==> src/bcp6_pkg.sv <==
package bcp6_pkg;

	// ==========================================================
	// register map
	localparam logic [15:0] BCP6_ADDR_DIR    = 16'hFFC9;
	localparam logic [15:0] BCP6_ADDR_LATCH  = 16'hFFCB;

	// ==========================================================
	// reset and read-back values
	localparam logic [7:0]  BCP6_DIR_RST     = 8'h80;
	localparam logic [7:0]  BCP6_LATCH_RST   = 8'h80;
	localparam logic [7:0]  BCP6_DIR_READ    = 8'hFF;
	localparam logic [7:0]  BCP6_UNMAP_READ  = 8'h00;
	localparam logic [7:0]  BCP6_RDATA_RST   = 8'h00;
	localparam logic        BCP6_FIXED_ONE   = 1'b1;
	localparam logic        BCP6_WAIT_IDLE   = 1'b1;

	// ==========================================================
	// field positions
	localparam int          BCP6_TOP_BIT     = 7;
	localparam int          BCP6_NPINS       = 4;
	localparam int          BCP6_SYNC_W      = 5;
	localparam int          BCP6_SYNC_HWSB   = 4;
	// pin index to register bit position
	localparam int          BCP6_PIN_POS [0:3] = '{0, 3, 4, 5};
	localparam int          BCP6_PIN_WAIT    = 0;
	localparam int          BCP6_PIN_AS      = 1;
	localparam int          BCP6_PIN_RD      = 2;
	localparam int          BCP6_PIN_WR      = 3;
	localparam logic [3:0]  BCP6_PIN_IDLE    = 4'h0;
	localparam logic [7:0]  BCP6_STALL_ALL   = 8'hFF;

	// ==========================================================
	// operating modes
	localparam logic [2:0]  BCP6_MODE1       = 3'h1;
	localparam logic [2:0]  BCP6_MODE3       = 3'h3;
	localparam logic [2:0]  BCP6_MODE5       = 3'h5;
	localparam logic [2:0]  BCP6_MODE6       = 3'h6;
	localparam logic [2:0]  BCP6_MODE7       = 3'h7;

	typedef enum {
		BCP6_SINGLE_CHIP,
		BCP6_EXP_NO_ROM,
		BCP6_EXP_WITH_ROM
	} bcp6_mode_e;

	// ==========================================================
	// carriers
	typedef struct packed {
		logic write_strobe_n;
		logic read_strobe_n;
		logic address_strobe_n;
	} bcp6_strobe_s;

	typedef struct packed {
		logic [7:0] stall_enable_bits;
		logic       stall_mode_select_high;
	} bcp6_stall_s;

endpackage

==> src/bcp6_port.sv <==
// Behaviour
// - direction register write-only, reads all ones
// - direction resets to 80, held in sleep
// - output pins keep driving in software standby
// - output latch resets to 80, held in sleep
// - read returns latch bit when direction one
// - read returns pin level when direction zero
// - latch top bit fixed one, unwritable
// - latch bits six, two, one stored, unpinned
// - unused bits read latch or constant one
// - expanded modes drive strobes on pins five-three
// - pin zero general in single-chip mode, in expanded modes only with all stall enable bits set and select low
// - single-chip mode: direction bit picks per pin
// - modes 1,3 / 5,6 expanded, 7 single-chip
//
// Design decision made here: the address-and-strobe port.
`timescale 1ns/10ps
module bcp6_port
	import bcp6_pkg::*;
(
	input  wire logic                  sys_clk,
	input  wire logic                  sys_rst,
	input  wire logic                  hw_standby,
	input  wire logic                  sw_standby,
	input  wire logic [2:0]            mode,
	input  wire bcp6_stall_s           stall_cfg,
	input  wire bcp6_strobe_s          bus_strobes,
	input  wire logic [15:0]           reg_addr,
	input  wire logic [7:0]            reg_wdata,
	input  wire logic                  reg_wr,
	input  wire logic                  reg_rd,
	output logic      [7:0]            reg_rdata,
	input  wire logic [BCP6_NPINS-1:0] pin_in,
	output logic      [BCP6_NPINS-1:0] pin_out,
	output logic      [BCP6_NPINS-1:0] pin_oe,
	output logic                       bus_wait_n
);

	// ==========================================================
	// input synchronisers
	logic [BCP6_SYNC_W-1:0] sync_q;
	logic [BCP6_NPINS-1:0]  pin_s;
	logic                   hw_sb;
	logic                   init;

	bcp6_sync2 #(
		.W (BCP6_SYNC_W)
	) u_sync (
		.sys_clk  (sys_clk),
		.sys_rst  (sys_rst),
		.async_in ({hw_standby, pin_in}),
		.sync_out (sync_q)
	);

	assign pin_s = sync_q[BCP6_NPINS-1:0];
	assign hw_sb = sync_q[BCP6_SYNC_HWSB];
	assign init  = sys_rst | hw_sb;

	// ==========================================================
	// mode decode
	bcp6_mode_e mode_cls;
	logic       expanded;
	logic       pin0_general;

	always_comb
	begin
		case (mode)
			BCP6_MODE1, BCP6_MODE3: mode_cls = BCP6_EXP_NO_ROM;
			BCP6_MODE5, BCP6_MODE6: mode_cls = BCP6_EXP_WITH_ROM;
			BCP6_MODE7:             mode_cls = BCP6_SINGLE_CHIP;
			default:                mode_cls = BCP6_SINGLE_CHIP;
		endcase
	end

	assign expanded     = (mode_cls != BCP6_SINGLE_CHIP);
	// pin zero general only with all stall bits set and select low
	assign pin0_general = (stall_cfg.stall_enable_bits == BCP6_STALL_ALL)
		&& !stall_cfg.stall_mode_select_high;

	// ==========================================================
	// registers
	logic [7:0] dir_ff;
	logic [7:0] latch_ff;
	logic       wr_ok;

	assign wr_ok = reg_wr && !sw_standby;

	always_ff @(posedge sys_clk)
	begin
		if (init)
			dir_ff <= BCP6_DIR_RST;
		else if (wr_ok && reg_addr == BCP6_ADDR_DIR)
			dir_ff <= {BCP6_FIXED_ONE, reg_wdata[BCP6_TOP_BIT-1:0]};
	end

	always_ff @(posedge sys_clk)
	begin
		if (init)
			latch_ff <= BCP6_LATCH_RST;
		else if (wr_ok && reg_addr == BCP6_ADDR_LATCH)
			latch_ff <= {BCP6_FIXED_ONE, reg_wdata[BCP6_TOP_BIT-1:0]};
	end

	// ==========================================================
	// read path
	logic [7:0] port_view;
	logic [7:0] nxt_rdata;
	logic [7:0] reg_rdata_ff;

	always_comb
	begin
		// unused bits: latch if direction set, else one
		port_view = latch_ff | ~dir_ff;
		port_view[BCP6_TOP_BIT] = BCP6_FIXED_ONE;
		for (int k = 0; k < BCP6_NPINS; k++)
		begin
			if (dir_ff[BCP6_PIN_POS[k]])
				port_view[BCP6_PIN_POS[k]] = latch_ff[BCP6_PIN_POS[k]];
			else
				port_view[BCP6_PIN_POS[k]] = pin_s[k];
		end
	end

	always_comb
	begin
		case (reg_addr)
			BCP6_ADDR_DIR:   nxt_rdata = BCP6_DIR_READ;
			BCP6_ADDR_LATCH: nxt_rdata = port_view;
			default:         nxt_rdata = BCP6_UNMAP_READ;
		endcase
	end

	always_ff @(posedge sys_clk)
	begin
		if (sys_rst)
			reg_rdata_ff <= BCP6_RDATA_RST;
		else if (reg_rd)
			reg_rdata_ff <= nxt_rdata;
		else
			reg_rdata_ff <= BCP6_RDATA_RST;
	end

	assign reg_rdata = reg_rdata_ff;

	// ==========================================================
	// pin drivers
	logic [BCP6_NPINS-1:0] strobe_vec;
	logic [BCP6_NPINS-1:0] pin_out_ff;
	logic [BCP6_NPINS-1:0] pin_oe_ff;

	assign strobe_vec = {bus_strobes.write_strobe_n, bus_strobes.read_strobe_n,
		bus_strobes.address_strobe_n, BCP6_WAIT_IDLE};

	genvar g;
	generate
		for (g = 0; g < BCP6_NPINS; g++)
		begin : g_pin
			logic nxt_out;
			logic nxt_oe;
			logic out_ff;
			logic oe_ff;

			always_comb
			begin
				if (expanded && g != BCP6_PIN_WAIT)
				begin
					nxt_out = strobe_vec[g];
					nxt_oe  = 1'b1;
				end
				else if (expanded && !pin0_general)
				begin
					nxt_out = 1'b0;
					nxt_oe  = 1'b0;
				end
				else
				begin
					nxt_out = latch_ff[BCP6_PIN_POS[g]];
					nxt_oe  = dir_ff[BCP6_PIN_POS[g]];
				end
			end

			always_ff @(posedge sys_clk)
			begin
				if (init)
				begin
					out_ff <= BCP6_PIN_IDLE[g];
					oe_ff  <= BCP6_PIN_IDLE[g];
				end
				else if (!sw_standby)
				begin
					out_ff <= nxt_out;
					oe_ff  <= nxt_oe;
				end
			end

			// one flop pair per pin, gathered into the vectors
			assign pin_out_ff[g] = out_ff;
			assign pin_oe_ff[g]  = oe_ff;
		end
	endgenerate

	assign pin_out = pin_out_ff;
	assign pin_oe  = pin_oe_ff;

	// ==========================================================
	// wait input towards the bus controller
	logic bus_wait_n_ff;

	always_ff @(posedge sys_clk)
	begin
		if (init)
			bus_wait_n_ff <= BCP6_WAIT_IDLE;
		else if (expanded && !pin0_general)
			bus_wait_n_ff <= pin_s[BCP6_PIN_WAIT];
		else
			bus_wait_n_ff <= BCP6_WAIT_IDLE;
	end

	assign bus_wait_n = bus_wait_n_ff;

	// ==========================================================
	// assertions
	a_dir_reads_ones: assert property (
		@(posedge sys_clk) disable iff (sys_rst)
		(reg_rd && reg_addr == BCP6_ADDR_DIR) |=> (reg_rdata == 8'hFF))
		else $error("direction read not all ones");

	a_dir_init_val: assert property (
		@(posedge sys_clk)
		init |=> (dir_ff == 8'h80))
		else $error("direction not 80 after init");

	a_latch_init_val: assert property (
		@(posedge sys_clk)
		init |=> (latch_ff == 8'h80))
		else $error("latch not 80 after init");

	a_swsb_pins_hold: assert property (
		@(posedge sys_clk) disable iff (init)
		(sw_standby && !sys_rst && !hw_sb) |=> ($stable(pin_out_ff) && $stable(pin_oe_ff)))
		else $error("pins changed in software standby");

	a_read_latch_bit: assert property (
		@(posedge sys_clk) disable iff (init)
		(reg_rd && reg_addr == BCP6_ADDR_LATCH && dir_ff[3])
		|=> (reg_rdata[3] == $past(latch_ff[3])))
		else $error("latched bit not returned");

	a_read_pin_level: assert property (
		@(posedge sys_clk) disable iff (init)
		(reg_rd && reg_addr == BCP6_ADDR_LATCH && !dir_ff[4])
		|=> (reg_rdata[4] == $past(pin_s[2])))
		else $error("pin level not returned");

	a_top_bit_one: assert property (
		@(posedge sys_clk) disable iff (sys_rst)
		(reg_rd && reg_addr == BCP6_ADDR_LATCH) |=> (reg_rdata[7] && latch_ff[7]))
		else $error("latch top bit not one");

	a_spare_bit_store: assert property (
		@(posedge sys_clk) disable iff (init)
		(wr_ok && reg_addr == BCP6_ADDR_LATCH) |=> (latch_ff[6] == $past(reg_wdata[6])))
		else $error("spare latch bit not stored");

	a_spare_bit_read: assert property (
		@(posedge sys_clk) disable iff (init)
		(reg_rd && reg_addr == BCP6_ADDR_LATCH && !dir_ff[1]) |=> reg_rdata[1])
		else $error("spare bit not one with direction zero");

	a_strobe_on_pin: assert property (
		@(posedge sys_clk) disable iff (init)
		(expanded && !sw_standby) |=> (pin_oe_ff[3] && pin_out_ff[3] == $past(bus_strobes.write_strobe_n)))
		else $error("write strobe not on pin five");

	a_wait_pin_input: assert property (
		@(posedge sys_clk) disable iff (init)
		(expanded && !pin0_general && !sw_standby) |=> !pin_oe_ff[0])
		else $error("pin zero driven while wait input");

	a_single_chip_dir: assert property (
		@(posedge sys_clk) disable iff (init)
		(mode == BCP6_MODE7 && !sw_standby)
		|=> (pin_oe_ff == {$past(dir_ff[5]), $past(dir_ff[4]), $past(dir_ff[3]), $past(dir_ff[0])}))
		else $error("single-chip drivers differ from direction");

	a_oe_needs_dir: assert property (
		@(posedge sys_clk) disable iff (init)
		(!expanded && !sw_standby) |=> (pin_oe_ff[0] == $past(dir_ff[0])))
		else $error("pin zero driver without direction");

	a_wait_level_pass: assert property (
		@(posedge sys_clk) disable iff (init)
		(expanded && !pin0_general) |=> (bus_wait_n == $past(pin_s[BCP6_PIN_WAIT])))
		else $error("wait pin level not passed on");

	a_wait_idle_high: assert property (
		@(posedge sys_clk) disable iff (init)
		(!expanded || pin0_general) |=> bus_wait_n)
		else $error("wait output not idle while pin general");

	a_exp_strobe_pins: assert property (
		@(posedge sys_clk) disable iff (init)
		((mode == BCP6_MODE1 || mode == BCP6_MODE3 || mode == BCP6_MODE5 || mode == BCP6_MODE6) && !sw_standby)
		|=> (pin_oe_ff[3:1] == 3'h7 && pin_out_ff[3:1] == $past(bus_strobes)))
		else $error("strobes not on pins in expanded mode");

	a_swsb_regs_hold: assert property (
		@(posedge sys_clk) disable iff (init)
		sw_standby |=> ($stable(dir_ff) && $stable(latch_ff)))
		else $error("registers changed in software standby");

	a_dir_write_store: assert property (
		@(posedge sys_clk) disable iff (init)
		(wr_ok && reg_addr == BCP6_ADDR_DIR)
		|=> (dir_ff[BCP6_TOP_BIT-1:0] == $past(reg_wdata[BCP6_TOP_BIT-1:0])))
		else $error("direction write not stored");

	a_pins_init_off: assert property (
		@(posedge sys_clk)
		init |=> (pin_oe_ff == BCP6_PIN_IDLE))
		else $error("pin drivers on after init");

	a_spare_low_store: assert property (
		@(posedge sys_clk) disable iff (init)
		(wr_ok && reg_addr == BCP6_ADDR_LATCH) |=> (latch_ff[2:1] == $past(reg_wdata[2:1])))
		else $error("spare low latch bits not stored");

	a_pin0_general_dir: assert property (
		@(posedge sys_clk) disable iff (init)
		(expanded && pin0_general && !sw_standby)
		|=> (pin_oe_ff[0] == $past(dir_ff[0]) && pin_out_ff[0] == $past(latch_ff[0])))
		else $error("general pin zero ignores direction");

	a_spare_read_latch: assert property (
		@(posedge sys_clk) disable iff (init)
		(reg_rd && reg_addr == BCP6_ADDR_LATCH && dir_ff[6])
		|=> (reg_rdata[6] == $past(latch_ff[6])))
		else $error("spare bit not read from latch");

	a_wait_pin_read: assert property (
		@(posedge sys_clk) disable iff (init)
		(reg_rd && reg_addr == BCP6_ADDR_LATCH && !dir_ff[0])
		|=> (reg_rdata[0] == $past(pin_s[BCP6_PIN_WAIT])))
		else $error("pin zero level not returned");

endmodule

==> src/bcp6_sync2.sv <==
`timescale 1ns/10ps
module bcp6_sync2
	import bcp6_pkg::*;
#(
	parameter int W = 1
)(
	input  wire logic         sys_clk,
	input  wire logic         sys_rst,
	input  wire logic [W-1:0] async_in,
	output logic      [W-1:0] sync_out
);

	logic [W-1:0] meta_ff;
	logic [W-1:0] sync_ff;

	always_ff @(posedge sys_clk)
	begin
		if (sys_rst)
		begin
			meta_ff <= '0;
			sync_ff <= '0;
		end
		else
		begin
			meta_ff <= async_in;
			sync_ff <= meta_ff;
		end
	end

	assign sync_out = sync_ff;

endmodule

==> config.mk <==
export PLATFORM = sky130hd
export DESIGN_NAME = bcp6_port
export DESIGN_NICKNAME = d
export VERILOG_FILES = /design/src/bcp6_pkg.sv /design/src/bcp6_port.sv /design/src/bcp6_sync2.sv
export SDC_FILE = /design/constraint.sdc
export NUM_CORES = 1
export LEC_CHECK = 0
export BUFFER_PORTS_ARGS = -buffer_cell sky130_fd_sc_hd__buf_2
export CAP_MARGIN = 5
export CORE_ASPECT_RATIO = 1.25
export CORE_MARGIN = 10
export CORE_UTILIZATION = 50
export DETAILED_ROUTE_END_ITERATION = 16
export PLACE_DENSITY = 0.83
export SETUP_SLACK_MARGIN = 0.2
export SYNTH_ARGS = -nofsm -noshare
export SYNTH_HDL_FRONTEND = slang
export SYNTH_SLANG_ARGS = --single-unit
export TNS_END_PERCENT = 10
==> constraint.sdc <==
create_clock -name sys_clk -period 5.51 [get_ports sys_clk]
set_input_delay 0.8265 -clock sys_clk [delete_from_list [all_inputs] [get_ports sys_clk]]
set_output_delay 0.8265 -clock sys_clk [all_outputs]
set_load 0.03 [all_outputs]
-- Word-level counts from Yosys, hierarchy flattened
Index checks and enable logic that the tools add are counted.
- word-level logic and storage cells: 59
- output and inout bits: 17
- register bits after elaboration: 41
- reductions and logical operators: 13
- bitwise gates (word level): 5
- multiplexer cells: 20
- equality and inequality tests: 7
- operator list (cell ; number):
    $eq A16 B16 Y1 const B ; 2
    $reduce_bool A32 Y1 ; 1
    $mux W1 ; 18
    $pmux W8 S2 ; 1
    $eq A8 B8 Y1 const B ; 1
    $reduce_or A2 Y1 ; 4
    $not A7 Y7 ; 1
    $or A7 B7 Y7 ; 1
    $eq A3 B3 Y1 const B ; 2
    $logic_and A1 B1 Y1 ; 5
    $pmux W2 S2 ; 1
    $eq A3 B1 Y1 const B ; 1
    $eq A3 B2 Y1 const B ; 1
    $logic_not A1 Y1 ; 3
    $not A1 Y1 ; 2
    $or A1 B1 Y1 ; 1

-- Longest topological paths before layout
Gate-level depths: netlist of the first run.
- word-level depth: 7
- gate-level depth with buffers: 6

-- Modules after synthesis
From an unflattened synthesis of the first run, not the netlist that was laid out.
- cells, all modules: 173
- area total of the unflattened synthesis: 1611.5 µm²
- modules (own cells, without submodules) (module ; cells each ; instances ; area an instance (µm²) ; seq. area each (µm²)):
    bcp6_port ; 153 ; 1 ; 1348.8 ; 620.6
    bcp6_sync2 ; 20 ; 1 ; 262.8 ; 200.2

-- Worst setup path before layout of the first run
No wires, ideal clock.
- path type: input port to flip-flop
- start point: input reg_addr[5]
- end point: register reg_rdata_ff[1], in the netlist reg_rdata[1]
- setup time: 0.074 ns
- slack: 3.150 ns
- arrival: 2.286 ns
- required time: 5.436 ns
- stages on the path: 6
- cells stage by stage: nand4bb_1 > or4_1 > buf_2 > or3b_1 > buf_4 > a31oi_2
- cells in the longest elaborated chain, start to end: 2
- elaborated cells between the ends (all ways): 3
- ends and longest elaborated chain (item ; line ; text):
    from (decl) ; bcp6_port.sv:28 ; input wire logic [15:0] reg_addr,
    $eq A16 B16 Y1 ; bcp6_port.sv:126 ; case (reg_addr)
    $pmux W8 S2 * ; bcp6_port.sv:126 ;
    to (signal assigned) ; bcp6_port.sv:138 ; reg_rdata_ff <= nxt_rdata;
    to (decl) ; bcp6_port.sv:108 ; logic [7:0] reg_rdata_ff;
Every way passes the cells marked *; elsewhere a longest branch is shown, timed or not.
A chain may end at the register's enable or synchronous reset.

-- Worst setup path in the final report of the first run
- start point: input reg_addr[5]
- end point: register dir_ff[3]
- cells in the longest elaborated chain, start to end: 2
- ends and longest elaborated chain (item ; line ; text):
    $eq A16 B16 Y1 ; bcp6_port.sv:92 ; else if (wr_ok && reg_addr == BCP6_ADDR_DIR)
    $logic_and A1 B1 Y1 ; bcp6_port.sv:92 ;
    to (signal assigned) ; bcp6_port.sv:93 ; dir_ff <= {BCP6_FIXED_ONE, reg_wdata[BCP6_TOP_BIT-1:0]};
    to (decl) ; bcp6_port.sv:82 ; logic [7:0] dir_ff;
No other way between the ends.

==> flow_summary.toml, run 1 <==
[global_route]
grt_pass1_vias = 1330
grt_pass1_wl_mm = 5.95
overflow = 0
antenna_found_initial = 0
grt_util_all_layers_pct = 12.1
grt_max_degree = 32

[logic_synthesis]
netlist_instances = 164
synth-simple-area-share_pct = 16.6
synth_top_area_share_pct = 51.0
synth_fa_ha_area_share_pct = 0
synthTopCellsByArea = "dfxtp_1 51%, mux2i_1 8.7%, buf_4 4.7%"
synthesis.area_mm2 = 0.00161
synthXorXnorAreaFrac_pct = 0.544
synthMuxAreaShare_pct = 8.71
yosysMostFrequentCell = "dfxtp_1"
synthDistinctLibCells = 26
yosysTopAreaCell = "dfxtp_1"
synthArstFlopShare_pct = 0
synth_edf_count = 0
synth_compound_area_share_pct = 15.0
yosysWarnings = 0
synth-seq-cells = 41
synth_flop_cell = "dfxtp_1"
synth_nets = 213
synth_top_family_by_area = "simple AND/OR/NAND/NOR gates"
avgSynthCellArea_um2 = 9.81
seq_area_frac_synth_pct = 51.0
synth_commonest_cells = "41 x dfxtp_1, 17 x nand2_1, 14 x mux2i_1"

[critical_path]
worstSetupPathType = "in -> reg"
worstSetupStartpoint = "reg_addr[5]"
endpoint_kind = "flip-flop"
worst-r2r-cell-count = 4
regToRegEndpoint = "latch_ff[3]"
rrSetupSlack_ps = 4370
crit_path_end = "dir_ff[3]"
cp.arrival_ps = 3160
cp.required_ps = 5780
start_kind = "input pin"
timing.rr.start = "u_sync.sync_out[4]"
worstPathMaxFanout = 17

[layout]
nets = 266
drive_gt1_share_pct = 37.6
post-route-util_pct = 63.7
syn_to_final_growth_pct = 19.8
antenna_cells = 0
finish.instance_area_mm2 = 0.00193

[die]
core_mm2 = 0.00303
start_util_pct = 53.1
ioPinCount = 66
die_h_um = 83.4
fp-row-count = 22
die_w_um = 70.7
die-area_mm2 = 0.00590

[pwr]
vdd_drop_max_uv = 178
p_switching_uw = 121
power_leakage_uw = 0.000819
power_density_mw_per_mm2 = 257
p_clk_share_pct = 27.6
combPwrFrac_pct = 10.8
internal_power_uw = 376
pwr-share-seq_pct = 61.6
swShare_pct = 24.3
finalPower_uw = 496

[timing]
skew_ps = 6.90
rsz0062_at_grt = "no"
period_minus_slack_ps = 2890
finalSetupViolCount = 0
whs_ps = 449
finalCritPeriodShare_pct = 52.5
slew-limit-headroom_pct = 28.7
max_clock_freq_mhz = 346
setup_tns_ps = 0
finalHoldViolCount = 0
drv_slew = 0
tightest_slew_ps = 1070

[clock_network]
postCtsSetupBuffers = 0
htree_levels = 2
cts_tree = "built"
cts.clk_slew.worst_paths_ps = 110
cts_resized = 0
numCtsBuffers = 5
clock_sinks = 41
clock_latency_ps = 330
cts-root-to-sink-buffers = 2
root_buffer = "clkbuf_4"
cts_hold_buf = 0

[route]
wl_met3_um = 294
vias = 1324
met2_length_mm = 1.75
antenna_left = 0
wl_per_cell_um = 13.9
top_layer = "met4"
drt_drc_violations_left = 0
totalWireLength_mm = 3.53
drtIter0Drc = 70
firstDrtPassIters = 4
viasPerCell = 5.21
wl_met1_mm = 1.45

[placed_design]
place_area_mm2 = 0.00188
dp.final_hpwl_mm = 2.75
place_congestion = 0.751
numPortBuffers = 64

[worst_hold_path]
hold_class = "reg -> reg"
min-delay-start = "u_sync.meta_ff[0]"

[job]
drv_cap = 0

[status]
status = "complete, no violations"
state kept, by name, indices dropped and copies added, names as in the netlist:
name             count
reg_rdata            8
dir_ff               7
latch_ff             7
u_sync.meta_ff       5
u_sync.sync_out      5
g_pin.oe_ff          4
g_pin.out_ff         4
bus_wait_n           1
critical path, cell delays in order:
cell and delay (ps):
buf_2 100, nand4bb_1 160, or4_1 800, nor4b_2 1000, mux2i_1 270
cell families after synthesis:
logic type | after synthesis
compound gates | 33
xor+xnor | 1
buf+inv | 24
flops | 41
mux | 14
simple gates | 51
placed cells by master, fill, tap and decap left out, types with 3 or more instances in the layout:
| cell | count |
|---|---|
| o31ai_1 | 7 |
| nand2_1 | 17 |
| nor3_1 | 3 |
| o211ai_1 | 7 |
| inv_1 | 5 |
| clkbuf_4 | 5 |
| buf_2 | 64 |
| a21oi_2 | 4 |
| o21ai_0 | 8 |
| nor2_1 | 5 |
| a21oi_1 | 3 |
| nor2b_1 | 10 |
| dfxtp_1 | 41 |
| mux2i_1 | 14 |
| a31oi_2 | 3 |
| nand3_1 | 7 |
power groups by stage:
stage	Sequential, µW	Combinational [µW]	Clock (µW)
6_report	305	53.7	137
3_3_place_gp	312	53.3	0
5_1_grt	307	60.2	157
3_5_place_dp	312	54.2	0
2_1_floorplan	313	32.4	0
4_1_cts	306	54.4	142
routing by layer:
layer  vias up  track usage (%)
met5         -                0
met4         0             4.57
met3         5             5.36
met2        44             20.6
met1       604             12.5
li1        671                -
per-stage QoR:
| stage | setup WS (ps) | std cells |
|---|---|---|
| 2_1_floorplan | 3150 | 164 |
| 3_3_place_gp | 2310 | 246 |
| 3_5_place_dp | 2280 | 246 |
| 4_1_cts | 2630 | 254 |
| 5_1_grt | 2490 | 254 |
| 6_report | 2620 | 254 |
cell type report:
| cell class | instances | area [µm²] |
|---|---|---|
| clock inverter | 2 | 10.0 |
| clock buffer | 6 | 41.3 |
| fill | 282 | 1100 |
| timing repair buffer | 65 | 328 |
| multi-input combinational | 99 | 664 |
| tap | 36 | 45.0 |
| sequential | 41 | 821 |
| inverter | 5 | 18.8 |
worst min-delay path by stage:
stage | end | slack (ps) | depth (start not counted)
2_1_floorplan | u_sync.sync_out[0] | 410 | 1
3_3_place_gp | u_sync.sync_out[4] | 420 | 1
3_5_place_dp | u_sync.sync_out[1] | 420 | 1
4_1_cts | u_sync.sync_out[3] | 450 | 1
5_1_grt | u_sync.sync_out[3] | 470 | 1
6_report | u_sync.sync_out[0] | 450 | 1
No activity file was read; power rests on OpenSTA's default activity.
==> run 2: changes to the inputs <==
--- a/config.mk
+++ b/config.mk
@@ -9,9 +9,9 @@
 export CAP_MARGIN = 5
 export CORE_ASPECT_RATIO = 1.25
 export CORE_MARGIN = 10
-export CORE_UTILIZATION = 50
+export CORE_UTILIZATION = 47
 export DETAILED_ROUTE_END_ITERATION = 16
-export PLACE_DENSITY = 0.83
+export PLACE_DENSITY = 0.78
 export SETUP_SLACK_MARGIN = 0.2
 export SYNTH_ARGS = -nofsm -noshare
 export SYNTH_HDL_FRONTEND = slang
==> constraint.sdc (replaced) <==
create_clock -name sys_clk -period 2.9 [get_ports sys_clk]
set_input_delay 0.435 -clock sys_clk [delete_from_list [all_inputs] [get_ports sys_clk]]
set_output_delay 0.435 -clock sys_clk [all_outputs]
set_load 0.03 [all_outputs]
==> run 2 against run 1 <==
Power is 110% higher. Wire length rose by 3.5%. Clock power rose to 2.7 times the previous value. Flip-flop and latch count unchanged. Critical endpoint is now dir_ff[5]. Clock skew fell by 1.9 ps. Global-route usage rose by 0.15 points. Via count grew 0.23%. Register-to-register slack worse by 2600 ps. Non-clock buffer count grew 3.
==> flow_summary.toml, run 2 (synthesis gave the netlist of run 1 again) <==
[layout]
post-route-util_pct = 61.3
largest_reg_flops = 8
antenna_cells = 0
drive_gt1_share_pct = 38.9
syn_to_final_growth_pct = 23.8
nets = 269
multi_input_area_um2 = 664
nFillCells = 299
finish.instance_area_mm2 = 0.00199
regArea_um2 = 821
most-common-layout-cells = "64 x buf_2, 41 x dfxtp_1, 17 x nand2_1"
final_common_cell = "buf_2"

[pwr]
pwr-share-seq_pct = 55.2
vdd_drop_max_uv = 403
power_density_mw_per_mm2 = 528
swShare_pct = 24.9
power_leakage_uw = 0.000839
internal_power_uw = 789
finalPower_uw = 1050
p_clk_share_pct = 35.1
combPwrFrac_pct = 9.7
p_switching_uw = 262

[timing]
setup_tns_ps = 0
finalCritPeriodShare_pct = 71.5
skew_ps = 5.02
period_minus_slack_ps = 2070
setup_slack_ps = 826
tightest_slew_ps = 769
drv_slew = 0
max_clock_freq_mhz = 482
finalSetupViolCount = 0
slew-limit-headroom_pct = 48.4
finalHoldViolCount = 0
rsz0062_at_grt = "no"

[route]
drtIter0Drc = 47
antenna_left = 0
viasPerCell = 5.14
totalWireLength_mm = 3.65
firstDrtPassIters = 4
drt_drc_violations_left = 0
wl_per_cell_um = 14.1
vias = 1327

[critical_path]
critPathMaxStageDelay_ps = 690
worstPathMaxFanout = 9
cp.required_ps = 3130
crit_chain = "buf_2 > nand4bb_1 > or4_1 > buf_4 > nor4b_2 > buf_4 > mux2i_1"
critical_path.top_delay_family = "simple AND/OR/NAND/NOR gates"
path_buf_inv = 3
slowest_stage = "or4_1"
rrSetupSlack_ps = 1760
crit_top_cell = "buf_4"
start_kind = "input pin"
worstSetupPathType = "in -> reg"
endpoint_kind = "flip-flop"
cp.arrival_ps = 2300

[clock_network]
clock_sinks = 41
root_buffer = "clkbuf_8"
htree_levels = 2
clock_latency_ps = 300
cts.clk_slew.worst_paths_ps = 80
cts_resized = 0
postCtsSetupBuffers = 0
numCtsBuffers = 5
cts_hold_buf = 0
cts-root-to-sink-buffers = 2
cts_tree = "built"

[global_route]
grt_util_all_layers_pct = 12.2
grt_pass1_wl_mm = 6.02
grt_max_degree = 32
antenna_found_initial = 0
overflow = 0
grt_pass1_vias = 1380

[job]
drv_cap = 0

[worst_hold_path]
hold_class = "in -> reg"

[die]
fp-row-count = 23
die-area_mm2 = 0.00618
core_mm2 = 0.00325
die_w_um = 72.3
start_util_pct = 49.5
ioPinCount = 66
die_h_um = 85.4

[placed_design]
numPortBuffers = 64
place_congestion = 0.728
place_area_mm2 = 0.00190
dp.final_hpwl_mm = 2.86
dp_slack_ps = 518

[status]
status = "complete, no violations"
[run 2: cell types whose count changed in the layout (fill, tap and decap cells not counted)]
cell | before | now
clkinv_2 | 2 | 0
clkinvlp_4 | 0 | 3
clkbuf_4 | 5 | 0
clkbuf_8 | 0 | 5
clkbuf_1 | 1 | 0
buf_4 | 1 | 4
[run 2: worst register-to-register path, cell delays in order (launching register included)]
cell,delay [ps]
dfxtp_1,310
nor2_1,90
buf_4,300
nand2_1,140
o31ai_1,200
[run 2: final timing paths]
path                                         start                  to  cells after the start
worst min register to register   u_sync.meta_ff[3]  u_sync.sync_out[3]                      1
worst min-delay path                     pin_in[1]   u_sync.meta_ff[1]                      2
worst max-delay path                   reg_addr[5]           dir_ff[5]                      7
worst max register to register  u_sync.sync_out[4]         latch_ff[2]                      4
[run 2: power groups by stage]
stage | Clock (µW) | Sequential [µW] | Combinational, µW
6_report | 370 | 580 | 102
5_1_grt | 408 | 582 | 115
4_1_cts | 381 | 580 | 103
3_5_place_dp | 0 | 594 | 103
3_3_place_gp | 0 | 593 | 101
2_1_floorplan | 0 | 595 | 61.6
[run 2: metal layers]
layer | track usage (%) | up-vias | wire [µm] | part of all wire [%]
met1 | 12.6 | 612 | 1410 | 39
met3 | 6.29 | 6 | 272 | 7.5
met2 | 20.3 | 40 | 1920 | 52
li1 | - | 669 | - | -
met4 | 4.76 | 0 | 53 | 1.5
met5 | 0 | - | 0 | 0
[run 2: area by class of cell]
cell class | instances | area share [%]
Sequential cell | 41 | 41.2
Multi-Input combinational cell | 99 | 33.4
Timing Repair Buffer | 68 | 17.6
Clock buffer | 5 | 3.45
Tap cell | 37 | 2.32
Clock inverter | 3 | 1.13
Inverter | 5 | 0.942
[run 2: through the flow]
| step | instances | hold slack (ps) |
|---|---|---|
| after global routing | 258 | 333 |
| after CTS | 258 | 330 |
| after floorplan | 164 | 414 |
| final | 258 | 339 |
| after global placement | 250 | 420 |
| after detailed placement | 250 | 430 |
==> run 3: changes to the inputs <==
--- a/config.mk
+++ b/config.mk
@@ -5,13 +5,14 @@
 export SDC_FILE = /design/constraint.sdc
 export NUM_CORES = 1
 export LEC_CHECK = 0
+export ABC_AREA = 1
 export BUFFER_PORTS_ARGS = -buffer_cell sky130_fd_sc_hd__buf_2
 export CAP_MARGIN = 5
 export CORE_ASPECT_RATIO = 1.25
 export CORE_MARGIN = 10
-export CORE_UTILIZATION = 47
+export CORE_UTILIZATION = 44
 export DETAILED_ROUTE_END_ITERATION = 16
-export PLACE_DENSITY = 0.78
+export PLACE_DENSITY = 0.75
 export SETUP_SLACK_MARGIN = 0.2
 export SYNTH_ARGS = -nofsm -noshare
 export SYNTH_HDL_FRONTEND = slang
==> constraint.sdc (replaced) <==
create_clock -name sys_clk -period 1.7 [get_ports sys_clk]
set_input_delay 0.255 -clock sys_clk [delete_from_list [all_inputs] [get_ports sys_clk]]
set_output_delay 0.255 -clock sys_clk [all_outputs]
set_load 0.03 [all_outputs]
==> run 3 against run 2 <==
Worst setup slack worse by 200 ps. Cell area is 16% higher. Sequential power is 71% higher. Critical endpoint is now pin_oe[1].
==> flow_summary.toml, run 3 <==
[die]
die-area_mm2 = 0.00729
die_h_um = 93.0
core_mm2 = 0.00410
start_util_pct = 45.8
die_w_um = 78.4
fp-row-count = 26
ioPinCount = 66

[clock_network]
cts_tree = "built"
cts.clk_slew.worst_paths_ps = 70
cts_hold_buf = 0
cts_resized = 0
clock_latency_ps = 290
numCtsBuffers = 5
htree_levels = 2
root_buffer = "clkbuf_8"
cts-root-to-sink-buffers = 2
postCtsSetupBuffers = 0
clock_sinks = 41

[global_route]
grt_pass1_wl_mm = 6.93
overflow = 0
antenna_found_initial = 0
grt_pass1_vias = 1687
grt_max_degree = 17
grt_util_all_layers_pct = 11.5

[logic_synthesis]
synth_flop_cell = "dfxtp_1"
synthTopCellsByArea = "dfxtp_1 44%, nand2_1 12%, inv_1 10%"
seq_area_frac_synth_pct = 43.8
synth_edf_count = 0
synth_top_area_share_pct = 43.8
yosysTopAreaCell = "dfxtp_1"
synthesis.area_mm2 = 0.00188
yosysWarnings = 0
avgSynthCellArea_um2 = 6.87
synth_nets = 322
synthDistinctLibCells = 22
synth_commonest_cells = "61 x nand2_1, 52 x inv_1, 52 x nor2_1"
yosysMostFrequentCell = "nand2_1"
netlist_instances = 273
synth-seq-cells = 41
synthArstFlopShare_pct = 0

[critical_path]
slowest_stage = "dfxtp_1"
rrSetupSlack_ps = 740
critPathMaxStageDelay_ps = 340
start_kind = "flip-flop"
worst-path-stages = 1
path_buf_inv = 1
worstSetupPathType = "reg -> out"
cp.arrival_ps = 820
crit_chain = "buf_2"
regToRegEndpoint = "g_pin[1].out_ff"
cp.required_ps = 1440
worstPathMaxFanout = 2
worst-r2r-cell-count = 6
timing.rr.start = "u_sync.sync_out[4]"
endpoint_kind = "primary output"
critical_path.top_delay_family = "flip-flops"

[status]
status = "complete, no violations"

[timing]
finalSetupViolCount = 0
rsz0062_at_grt = "no"
finalCritPeriodShare_pct = 63.5
drv_slew = 0
skew_ps = 5.01
period_minus_slack_ps = 1080
setup_tns_ps = 0
slew-limit-headroom_pct = 73.3
max_clock_freq_mhz = 927
finalHoldViolCount = 0
tightest_slew_ps = 401

[route]
drt_drc_violations_left = 0
wl_per_cell_um = 10.4
drtIter0Drc = 63
viasPerCell = 4.32
vias = 1679
totalWireLength_mm = 4.03
firstDrtPassIters = 4
antenna_left = 0

[layout]
nFillCells = 434
most-common-layout-cells = "64 x buf_2, 61 x nand2_1, 52 x inv_1, 52 x nor2_1, 41 x dfxtp_1"
drive_gt1_share_pct = 25.5
nets = 381
final_common_cell = "buf_2"
largest_reg_flops = 8
antenna_cells = 0
stdcell_count = 389
syn_to_final_growth_pct = 22.7

[worst_hold_path]
min_path_cells = 3
min-delay-start = "pin_in[3]"
holdPathEnd = "u_sync.meta_ff[3]"
hold_class = "in -> reg"

[pwr]
combPwrFrac_pct = 10.8
p_clk_share_pct = 39.6
power_leakage_uw = 0.00130
internal_power_uw = 1550
vdd_drop_max_uv = 520
pwr-share-seq_pct = 49.6
p_switching_uw = 448
power_density_mw_per_mm2 = 869
swShare_pct = 22.4

[placed_design]
numPortBuffers = 64
place_inst = 381
dp.final_hpwl_mm = 3.14
place_congestion = 0.738

[job]
drv_cap = 0
-- run 3: worst max path at each step --
stage               startpoint            to
2_1_floorplan      reg_addr[8]   latch_ff[4]
3_3_place_gp       reg_addr[8]  reg_rdata[6]
3_5_place_dp       reg_addr[8]  reg_rdata[5]
4_1_cts        g_pin[3].out_ff    pin_out[3]
5_1_grt            reg_addr[2]  reg_rdata[5]
6_report        g_pin[1].oe_ff     pin_oe[1]
-- run 3: power by group through the flow --
stage	logic (µW)	clock network [µW]	registers, µW
3_3_place_gp	214	0	1010
2_1_floorplan	142	0	1020
4_1_cts	219	814	993
6_report	216	792	993
3_5_place_dp	218	0	1020
5_1_grt	249	852	996
-- run 3: stage by stage --
stage               setup WS [ps]  area, µm²  power (µW)  hold WS, ps  utilization [%]
floorplan                     616       1880        1160          362                -
global placement              395       2190        1230          389             53.3
detailed placement            388       2190        1230          392             53.3
CTS                           606       2300        2030          148             56.2
global route                  568       2300        2100          164             56.2
finish                        621       2300        2000          161             56.2
-- run 3: worst reg2reg max path, delay by kind of cell (launching register included) --
| family | cells | cell delay, ps |
|---|---|---|
| buf+inv | 3 | 330 |
| flops | 1 | 300 |
| simple gates | 3 | 280 |
-- run 3: logic make-up after synthesis --
family          count (synthesis)  share of synthesized area [%]
flops                          41                           43.8
buf+inv                        68                           16.3
simple gates                  148                           35.1
compound gates                 16                           4.87
-- run 3: final cells by class --
cell class / count / area (µm²) / area share, %
Clock buffer: 7 / 86.3 / 3.75
Clock inverter: 1 / 30.0 / 1.30
Inverter: 52 / 195 / 8.48
Multi-Input combinational cell: 164 / 749 / 32.6
Sequential cell: 41 / 821 / 35.7
Tap cell: 56 / 70.1 / 3.04
Timing Repair Buffer: 68 / 350 / 15.2
-- run 3: per-layer routing --
metal | GRT usage (%) | up-vias | wire [µm]
met3 | 4.79 | 5 | 293
met1 | 11.1 | 715 | 1590
met2 | 20.9 | 37 | 2100
li1 | - | 922 | -
met4 | 5.24 | 0 | 49
met5 | 0 | - | 0
